$ cat src/mfunc_consts.vh
// Purpose: constants for the multifunction terminal router
// Assumes: byte addresses on the register port, 32-bit data
// Notes:   definitions only
`ifndef MFUNC_CONSTS_VH
`define MFUNC_CONSTS_VH

// register byte offsets
`define OFS_ROUTING        8'h8C
`define OFS_ROUTER_CTRL    8'h94
`define OFS_GP_OUTPUT      8'h98
`define OFS_ROUTER_STATUS  8'h9C

// reset values
`define ROUTING_RESET      32'h00000000
`define ROUTER_CTRL_RESET  2'h0
`define GP_OUTPUT_RESET    5'h00

// writable bits of the routing register; bits 31..28 read zero
`define ROUTING_WR_MASK    32'h0FFFFFFF
// general outputs exist for terminals 0, 1, 2 and 5 (bit 4 drives terminal 5)
`define GP_OUTPUT_MASK     5'h17

// control register bit positions
`define CTRL_RING_EN_BIT   0
`define CTRL_DMA_EN_BIT    1

// status register bit positions
`define STAT_LEVELS_LSB    0
`define STAT_SERIAL_BIT    8
`define STAT_DMA_BIT       9

// select field width and number of terminals
`define SEL_W              4
`define TERM_N             7

// select codes with a meaning outside the terminal tables
`define CODE_DMA_FUNC      4'h2

// per-terminal drive masks, bit n set when code n drives the pin
`define T6_DRIVE_MASK      16'hFFFE
`define T5_DRIVE_MASK      16'hFFDA
`define T3_DRIVE_MASK      16'hFFFE
`define T1_DRIVE_MASK      16'hFEFA
`define T0_DRIVE_MASK      16'hFFFE

`endif

$ cat src/terminal_cell.v
// Purpose: one multifunction terminal output stage
// Assumes: code table prepared by the router, same clock
// Notes:   pin value and enable are both registered
`timescale 1ns/1ps
module terminal_cell (
  input  wire        core_clk,
  input  wire        rst,
  input  wire [3:0]  code,
  input  wire [15:0] src_val,
  input  wire [15:0] src_en,
  input  wire        force_sel,
  input  wire        force_val,
  input  wire        force_oe,
  output reg         pin_out,
  output reg         pin_oe
);

  reg pin_out_nxt;
  reg pin_oe_nxt;

  always @*
  begin
    pin_out_nxt = src_val[code];
    pin_oe_nxt  = src_en[code];
    // serial-bus strapping takes the pin regardless of the field
    if (force_sel)
    begin
      pin_out_nxt = force_val;
      pin_oe_nxt  = force_oe;
    end
    // an undriven pin shows a quiet output level
    if (!pin_oe_nxt)
      pin_out_nxt = 1'b0;
  end

  always @(posedge core_clk or posedge rst)
  begin
    if (rst)
    begin
      pin_out <= 1'b0;
      pin_oe  <= 1'b0;
    end
    else
    begin
      pin_out <= pin_out_nxt;
      pin_oe  <= pin_oe_nxt;
    end
  end

endmodule

$ cat src/mfunc_router.v
// Purpose: routing register and pin mux for seven multifunction terminals
// Assumes: one clock; terminal pins and straps come from outside
// Notes:   a preload from the configuration loader wins over a bus write
`timescale 1ns/1ps
`include "mfunc_consts.vh"

// Behaviour
// after reset all terminals are inputs; routing register is zero.
// routing register can be preloaded from the serial configuration loader.
// software should program routing once at start; not enforced.
// bits 31 to 28 read zero and ignore writes.
// terminal 6: reserved, clock-run, or IRQ2 to IRQ15.
// terminal 5 codes per its table, including DMA grant input.
// terminal 4 legible codes only; illegible codes leave pin undriven.
// serial-bus strapping puts the serial clock on terminal 4.
// terminal 3: reserved, serialized interrupt, or IRQ2 to IRQ15.
// terminal 2 codes per its table, including DMA request.
// terminal 1 codes per its table.
// serial-bus strapping puts the serial data line on terminal 1.
// terminal 0 codes per its table, including PCI INTA.
// ring output reaches terminals 2 or 4 only when enabled.
// central DMA works only when enabled and both terminals selected.
// a reserved code leaves its terminal undriven, as an input.
module mfunc_router (
  input  wire        core_clk,
  input  wire        rst,
  input  wire [7:0]  reg_addr,
  input  wire [31:0] reg_wdata,
  input  wire        reg_wr,
  input  wire        reg_rd,
  output reg  [31:0] reg_rdata,
  input  wire        preload_valid,
  input  wire [31:0] preload_data,
  input  wire [15:0] irq_lines,
  input  wire        clkrun_out,
  input  wire        clkrun_oe,
  input  wire        serialized_interrupt,
  input  wire        serialized_interrupt_oe,
  input  wire        pci_inta,
  input  wire        dma_request_out,
  input  wire        video_port_status,
  input  wire        video_port_select_0,
  input  wire        card_audio_pwm,
  input  wire        socket_activity_led,
  input  wire        general_purpose_event,
  input  wire        ring_indicate_output,
  input  wire        serial_clk_out,
  input  wire        serial_clk_oe,
  input  wire        serial_data_drive_low,
  input  wire        power_strap_a,
  input  wire        power_strap_b,
  input  wire [6:0]  term_in,
  output wire [6:0]  term_out,
  output wire [6:0]  term_oe,
  output reg         dma_grant_in,
  output reg         central_dma_active,
  output reg         serial_data_in,
  output reg         serial_bus_mode
);

  // registers
  reg [31:0] multifunction_terminal_routing_r;
  reg        ring_output_enable_r;
  reg        central_dma_enable_r;
  reg [4:0]  gp_output_r;
  reg [31:0] rdata_nxt;

  // three-stage pin synchronisers
  reg [6:0]  term_s1_r;
  reg [6:0]  term_s2_r;
  reg [6:0]  term_s3_r;
  reg [6:0]  term_level_r;
  reg [1:0]  strap_s1_r;
  reg [1:0]  strap_s2_r;
  reg [1:0]  strap_s3_r;
  reg [1:0]  strap_level_r;

  wire [3:0] multi_terminal_0_select;
  wire [3:0] multi_terminal_1_select;
  wire [3:0] multi_terminal_2_select;
  wire [3:0] multi_terminal_3_select;
  wire [3:0] multi_terminal_4_select;
  wire [3:0] multi_terminal_5_select;
  wire [3:0] multi_terminal_6_select;
  wire       serial_mode;
  wire       dma_path_ok;

  wire [16*`TERM_N-1:0] src_val;
  wire [16*`TERM_N-1:0] src_en;
  wire [`TERM_N-1:0]    force_sel;
  wire [`TERM_N-1:0]    force_val;
  wire [`TERM_N-1:0]    force_oe;
  wire [`SEL_W*`TERM_N-1:0] sel_all;

  // select field n of the routing word
  function [3:0] field_of;
    input [31:0] word;
    input [2:0]  idx;
    begin
      field_of = word[idx*`SEL_W +: `SEL_W];
    end
  endfunction

  // a level counts once the last two stages agree
  function agreed;
    input s2;
    input s3;
    input held;
    begin
      agreed = (s2 == s3) ? s3 : held;
    end
  endfunction

  assign multi_terminal_0_select =
    field_of(multifunction_terminal_routing_r, 3'd0);
  assign multi_terminal_1_select =
    field_of(multifunction_terminal_routing_r, 3'd1);
  assign multi_terminal_2_select =
    field_of(multifunction_terminal_routing_r, 3'd2);
  assign multi_terminal_3_select =
    field_of(multifunction_terminal_routing_r, 3'd3);
  assign multi_terminal_4_select =
    field_of(multifunction_terminal_routing_r, 3'd4);
  assign multi_terminal_5_select =
    field_of(multifunction_terminal_routing_r, 3'd5);
  assign multi_terminal_6_select =
    field_of(multifunction_terminal_routing_r, 3'd6);

  // all select fields side by side, terminal 0 at the right
  assign sel_all = {multi_terminal_6_select, multi_terminal_5_select,
    multi_terminal_4_select, multi_terminal_3_select,
    multi_terminal_2_select, multi_terminal_1_select,
    multi_terminal_0_select};

  // both strap pins pulled up select serial-bus mode
  assign serial_mode = strap_level_r[0] & strap_level_r[1];

  assign dma_path_ok = central_dma_enable_r &
    (multi_terminal_2_select == `CODE_DMA_FUNC) &
    (multi_terminal_5_select == `CODE_DMA_FUNC);

  // terminal tables, code 15 at the left down to code 0
  assign src_val[0*16 +: 16] = {irq_lines[15], general_purpose_event,
    irq_lines[13], socket_activity_led, irq_lines[11:9], card_audio_pwm,
    video_port_select_0, video_port_status, irq_lines[5:3], pci_inta,
    gp_output_r[0], 1'b0};
  assign src_en[0*16 +: 16] = `T0_DRIVE_MASK;

  assign src_val[1*16 +: 16] = {irq_lines[15], general_purpose_event,
    irq_lines[13], socket_activity_led, irq_lines[11:9], 1'b0,
    video_port_select_0, video_port_status, irq_lines[5:3], 1'b0,
    gp_output_r[1], 1'b0};
  assign src_en[1*16 +: 16] = `T1_DRIVE_MASK;

  assign src_val[2*16 +: 16] = {irq_lines[7], general_purpose_event,
    1'b0, ring_indicate_output, irq_lines[11:9], card_audio_pwm,
    video_port_select_0, video_port_status, irq_lines[5:3],
    dma_request_out, gp_output_r[2], 1'b0};
  assign src_en[2*16 +: 16] = {2'b11, 1'b0, ring_output_enable_r,
    4'hF, 4'hF, 1'b1, dma_path_ok, 1'b1, 1'b0};

  assign src_val[3*16 +: 16] = {irq_lines[15:2], serialized_interrupt,
    1'b0};
  assign src_en[3*16 +: 16] = `T3_DRIVE_MASK &
    {14'h3FFF, serialized_interrupt_oe, 1'b0};

  assign src_val[4*16 +: 16] = {irq_lines[15], general_purpose_event,
    socket_activity_led, ring_indicate_output, 6'h00, irq_lines[5:4],
    4'h0};
  assign src_en[4*16 +: 16] = {3'b111, ring_output_enable_r, 6'h00,
    2'b11, 4'h0};

  assign src_val[5*16 +: 16] = {irq_lines[15], general_purpose_event,
    socket_activity_led, socket_activity_led, irq_lines[11:9],
    card_audio_pwm, video_port_select_0, video_port_status, 1'b0,
    irq_lines[4:3], 1'b0, gp_output_r[4], 1'b0};
  assign src_en[5*16 +: 16] = `T5_DRIVE_MASK;

  assign src_val[6*16 +: 16] = {irq_lines[15:2], clkrun_out, 1'b0};
  assign src_en[6*16 +: 16] = `T6_DRIVE_MASK &
    {14'h3FFF, clkrun_oe, 1'b0};

  // serial-bus overrides: clock on terminal 4, open-drain data on 1
  assign force_sel = {2'b00, serial_mode, 2'b00, serial_mode, 1'b0};
  assign force_val = {2'b00, serial_clk_out, 4'h0};
  assign force_oe  = {2'b00, serial_clk_oe, 2'b00,
    serial_data_drive_low, 1'b0};

  genvar g;
  generate
    for (g = 0; g < `TERM_N; g = g + 1)
    begin : cells
      terminal_cell u_cell (
        .core_clk  (core_clk),
        .rst       (rst),
        .code      (sel_all[g*`SEL_W +: `SEL_W]),
        .src_val   (src_val[g*16 +: 16]),
        .src_en    (src_en[g*16 +: 16]),
        .force_sel (force_sel[g]),
        .force_val (force_val[g]),
        .force_oe  (force_oe[g]),
        .pin_out   (term_out[g]),
        .pin_oe    (term_oe[g])
      );
    end
  endgenerate

  // pin synchronisers; only the last two stages feed logic
  always @(posedge core_clk or posedge rst)
  begin
    if (rst)
    begin
      term_s1_r     <= 7'h00;
      term_s2_r     <= 7'h00;
      term_s3_r     <= 7'h00;
      term_level_r  <= 7'h00;
      strap_s1_r    <= 2'h0;
      strap_s2_r    <= 2'h0;
      strap_s3_r    <= 2'h0;
      strap_level_r <= 2'h0;
    end
    else
    begin
      term_s1_r     <= term_in;
      term_s2_r     <= term_s1_r;
      term_s3_r     <= term_s2_r;
      strap_s1_r    <= {power_strap_b, power_strap_a};
      strap_s2_r    <= strap_s1_r;
      strap_s3_r    <= strap_s2_r;
      strap_level_r[0] <= agreed(strap_s2_r[0], strap_s3_r[0],
        strap_level_r[0]);
      strap_level_r[1] <= agreed(strap_s2_r[1], strap_s3_r[1],
        strap_level_r[1]);
      term_level_r  <= (term_s2_r & term_s3_r) |
        (~(term_s2_r ^ term_s3_r) & term_s3_r) |
        ((term_s2_r ^ term_s3_r) & term_level_r);
    end
  end

  // register file; routing may be rewritten at any time
  always @(posedge core_clk or posedge rst)
  begin
    if (rst)
    begin
      multifunction_terminal_routing_r <= `ROUTING_RESET;
      ring_output_enable_r <= 1'b0;
      central_dma_enable_r <= 1'b0;
      gp_output_r          <= `GP_OUTPUT_RESET;
    end
    else
    begin
      if (preload_valid)
        multifunction_terminal_routing_r <=
          preload_data & `ROUTING_WR_MASK;
      else if (reg_wr && reg_addr == `OFS_ROUTING)
        multifunction_terminal_routing_r <=
          reg_wdata & `ROUTING_WR_MASK;
      if (reg_wr && reg_addr == `OFS_ROUTER_CTRL)
      begin
        ring_output_enable_r <= reg_wdata[`CTRL_RING_EN_BIT];
        central_dma_enable_r <= reg_wdata[`CTRL_DMA_EN_BIT];
      end
      if (reg_wr && reg_addr == `OFS_GP_OUTPUT)
        gp_output_r <= reg_wdata[4:0] & `GP_OUTPUT_MASK;
    end
  end

  // read mux; unmapped addresses read zero
  always @*
  begin
    rdata_nxt = 32'h00000000;
    if (reg_rd)
    begin
      case (reg_addr)
        `OFS_ROUTING:
          rdata_nxt = multifunction_terminal_routing_r;
        `OFS_ROUTER_CTRL:
        begin
          rdata_nxt[`CTRL_RING_EN_BIT] = ring_output_enable_r;
          rdata_nxt[`CTRL_DMA_EN_BIT]  = central_dma_enable_r;
        end
        `OFS_GP_OUTPUT:
          rdata_nxt[4:0] = gp_output_r;
        `OFS_ROUTER_STATUS:
        begin
          rdata_nxt[`STAT_LEVELS_LSB +: 7] = term_level_r;
          rdata_nxt[`STAT_SERIAL_BIT]      = serial_mode;
          rdata_nxt[`STAT_DMA_BIT]         = dma_path_ok;
        end
        default:
          rdata_nxt = 32'h00000000;
      endcase
    end
  end

  // registered outputs toward the core
  always @(posedge core_clk or posedge rst)
  begin
    if (rst)
    begin
      reg_rdata          <= 32'h00000000;
      dma_grant_in       <= 1'b0;
      central_dma_active <= 1'b0;
      serial_data_in     <= 1'b1;
      serial_bus_mode    <= 1'b0;
    end
    else
    begin
      reg_rdata          <= rdata_nxt;
      dma_grant_in       <= dma_path_ok & term_level_r[5];
      central_dma_active <= dma_path_ok;
      serial_data_in     <= serial_mode ? term_level_r[1] : 1'b1;
      serial_bus_mode    <= serial_mode;
    end
  end

endmodule

$ cat config.mk
export PLATFORM = sky130hd
export DESIGN_NAME = mfunc_router
export DESIGN_NICKNAME = d
export VERILOG_FILES = /design/src/terminal_cell.v /design/src/mfunc_router.v
export VERILOG_INCLUDE_DIRS = /design/src
export SDC_FILE = /design/constraint.sdc
export NUM_CORES = 1
export LEC_CHECK = 0
export ABC_AREA = 1
export BUFFER_PORTS_ARGS = -buffer_cell sky130_fd_sc_hd__buf_2
export CAP_MARGIN = 20
export CORE_MARGIN = 3
export CORE_UTILIZATION = 60
export CTS_CLUSTER_DIAMETER = 50
export DETAILED_ROUTE_END_ITERATION = 10
export GPL_ROUTABILITY_DRIVEN = 1
export PLACE_DENSITY = 0.87
export SLEW_MARGIN = 10
export SYNTH_ARGS = -nofsm -noshare
export SYNTH_HDL_FRONTEND = slang
export SYNTH_HIERARCHICAL = 1
export SYNTH_SLANG_ARGS = --single-unit
$ cat constraint.sdc
create_clock -name core_clk -period 5.4 [get_ports core_clk]
set_input_delay 0.81 -clock core_clk [delete_from_list [all_inputs] [get_ports core_clk]]
set_output_delay 0.81 -clock core_clk [all_outputs]
set_load 0.05 [all_outputs]
==> summary.txt <==
Outcome: finished, final reports clean
Worst hold slack: 346 ps
Share of cells above drive strength 1: 20.2%
Vias per cell: 4.75
Grt total ovfl: 0
Drt initial violations: 823
IO Count: 167
Peak supply drop: 0.274 mV
RSZ-0062 raised after global routing: false
Measured slew at the worst slew-check pin: 802 ps
Arrival @ worst endpoint: 2470 ps
Hold WC Path Type: flip-flop to flip-flop
Static leakage: 5.37 nW
Crit path launch type: primary input
Die area: 14000 um2
TritonCTS sink count: 116
Slew HR: 46.6%
Yosys top cell area share: 38.1%
Area of the mapped netlist: 7540 um2
Clk slew on worst S/H paths: 60 ps
Avg WL per Cell: 12.1 um
Height of the chip: 118 um
Detailed placer's ending HPWL: 13200 um
Fin crit period: 2170 ps
CTS tree: built
Max-slew violation count: 0
Average cell area after synthesis: 7.02 um2
Crit-path max FO: 51
Drc violations: 0
Critical path type: primary input to flip-flop
WHS Path Cells: 0
Routability cong.: 0.883
Setup skew after layout: 4.76 ps
Post-route cell area: 9150 um2
Buffers and inverters on the worst path: 3
Largest net degree at the start of global routing: 56
DRT antenna net count: 0
Area Overhead vs Synth: 21.2%
Final setup violation count: 0
Initial antenna violation count: 0
Cts bufs inserted: 17
Post-synthesis sequential area ratio: 38.5%
1st-pass router iterations: 7
H-tree depth: 4
PwrDens: 297 nW/um2
First-pass GRT wire length: 31100 um
Final TNS setup: 0 ps
Dominant cell type by area after synthesis: dfrtp_1
Most used cell, CP: nand2_1
Reported max-cap violation count: 0
DP Area: 8560 um2
Diodes inserted: 0
Synth Register Bits: 116
Clock Path Buffers: 2
Top delay family on crit path: buffers and inverters
Post-synthesis cell type count: 30
Placed cells: 1496
Nets@finish: 1471
Skew-Pair Late Insertion Delay: 410 ps
Largest stage delay, worst path: 460 ps
Core region area: 12200 um2
Postcts setup bufs: 0
Yosys warns: 6
Synth Instances: 1075
Chip Width: 118 um
# rows: 40
Worst-path cell chain: buf_2, inv_2, nand2_4, inv_1, nand2_1, nand2_1
GRT Total Usage: 27.5%
Fmax: 461 MHz
Area contributors post-synth: dfrtp_1 38%, nand2_1 20%, nand3_1 12%
Part of the cycle the worst path needs: 40.2%
Vias: 7253
Crit path depth: 6
Post-Layout Cell Count: 1528
CTS Hold Bufs: 0
WP data required: 5700 ps
Number of gates resized after cts: 0
CP max-delay cell: nand2_4
Clock root cell: clkbuf_16
Total Routed Length: 18500 um
Starting Density: 62.0%
Critical path capture point type: flip-flop
Vias in the first global route: 6692
Final Hold Viols: 0
Port Buf Inserts: 152
FF-to-FF path depth: 11
[final cells by class]
class	count	area (um2)
clock inverters	14	150
well taps	168	210
flip-flops and latches	116	2900
repair buffers	153	768
clock buffers	18	439
fillers	959	3020
multi-input cells	911	4060
inverters	148	611
[stage by stage]
stage,total power [mW],utilization (%),setup WS (ps)
2_1_floorplan,1.50,-,1920
6_report,2.71,75.2,3230
5_1_grt,2.85,75.2,3050
3_5_place_dp,1.59,70.3,2860
4_1_cts,2.72,75.2,3230
3_3_place_gp,1.58,70.3,2880
[placed cells by master, fill, tap and decap left out, types with 2 or more instances in the layout]
master / n
conb_1: 148
clkinv_2: 3
o21ai_1: 14
ha_1: 7
clkbuf_16: 17
nand3_1: 180
inv_2: 2
nand2_1: 405
nor2_4: 4
inv_1: 138
maj3_1: 2
inv_6: 4
dfrtp_1: 115
inv_8: 7
clkinvlp_4: 3
clkinv_4: 2
nor2_1: 42
or2_2: 15
nand3_2: 8
nand2_2: 37
mux2_2: 2
buf_2: 152
nor2_2: 11
o21ai_0: 25
a21o_1: 7
bufinv_16: 2
[where the power goes]
group | switching [mW] | leakage (nW) | internal [mW]
Combinational | 0.368 | 3.62 | 0.191
Clock | 0.427 | 0.283 | 0.695
Sequential | 0.100 | 1.46 | 0.931
[synthesized netlist by cell type, drive strengths merged]
| cell type | count |
|---|---|
| a21o | 7 |
| a21oi | 1 |
| buf | 43 |
| clkbuf | 3 |
| conb | 2 |
| dfrtp | 115 |
| dfstp | 1 |
| ha | 7 |
| inv | 148 |
| maj3 | 2 |
| mux2 | 2 |
| nand2 | 443 |
| nand3 | 188 |
| nand4 | 1 |
| nor2 | 57 |
| o21ai | 40 |
| or2 | 15 |
[sequential cells by signal, indices dropped and copies added (netlist names)]
signal	cells
multifunction_terminal_routing_r	28
reg_rdata	28
cells.u_cell/pin_oe	7
cells.u_cell/pin_out	7
term_level_r	7
term_s1_r	7
term_s2_r	7
term_s3_r	7
gp_output_r	4
strap_level_r	2
strap_s1_r	2
strap_s2_r	2
strap_s3_r	2
central_dma_active	1
central_dma_enable_r	1
dma_grant_in	1
ring_output_enable_r	1
serial_bus_mode	1
serial_data_in	1
[layer usage]
layer  vias to the layer above  routed length (um)  global-route usage, %  share of wire [%]
met2                       318                8370                   42.7                 45
met3                        34                1730                   5.79                9.4
met1                      3193                7910                   37.9                 43
met4                         0                 465                   10.8                2.5
met5                         -                   0                      0                  0
li1                       3708                   -                      -                  -
[path summary, 6_finish.rpt]
kind,start,endpoint,slack (ps)
max,preload_valid,multifunction_terminal_routing_r[3],3230
min,term_s1_r[0],term_s2_r[0],350
max reg2reg,multifunction_terminal_routing_r[20],cells[2].u_cell/pin_out,3440
min reg2reg,term_s1_r[0],term_s2_r[0],350
max in group asynchronous,rst,term_s3_r[1],3750
min in group asynchronous,rst,cells[6].u_cell/pin_out,370
[cells by family after synthesis]
kind of cell | after synthesis | synth area share, %
other | 2 | 0.0995
AOI/OAI and AO/OA | 48 | 3.47
adders and majority gates | 9 | 1.43
and+or+nand+nor | 704 | 41.3
DFF | 116 | 38.5
muxes | 2 | 0.298
buffers and inverters | 194 | 14.9
Note: power is estimated with default switching activity, not from simulation.
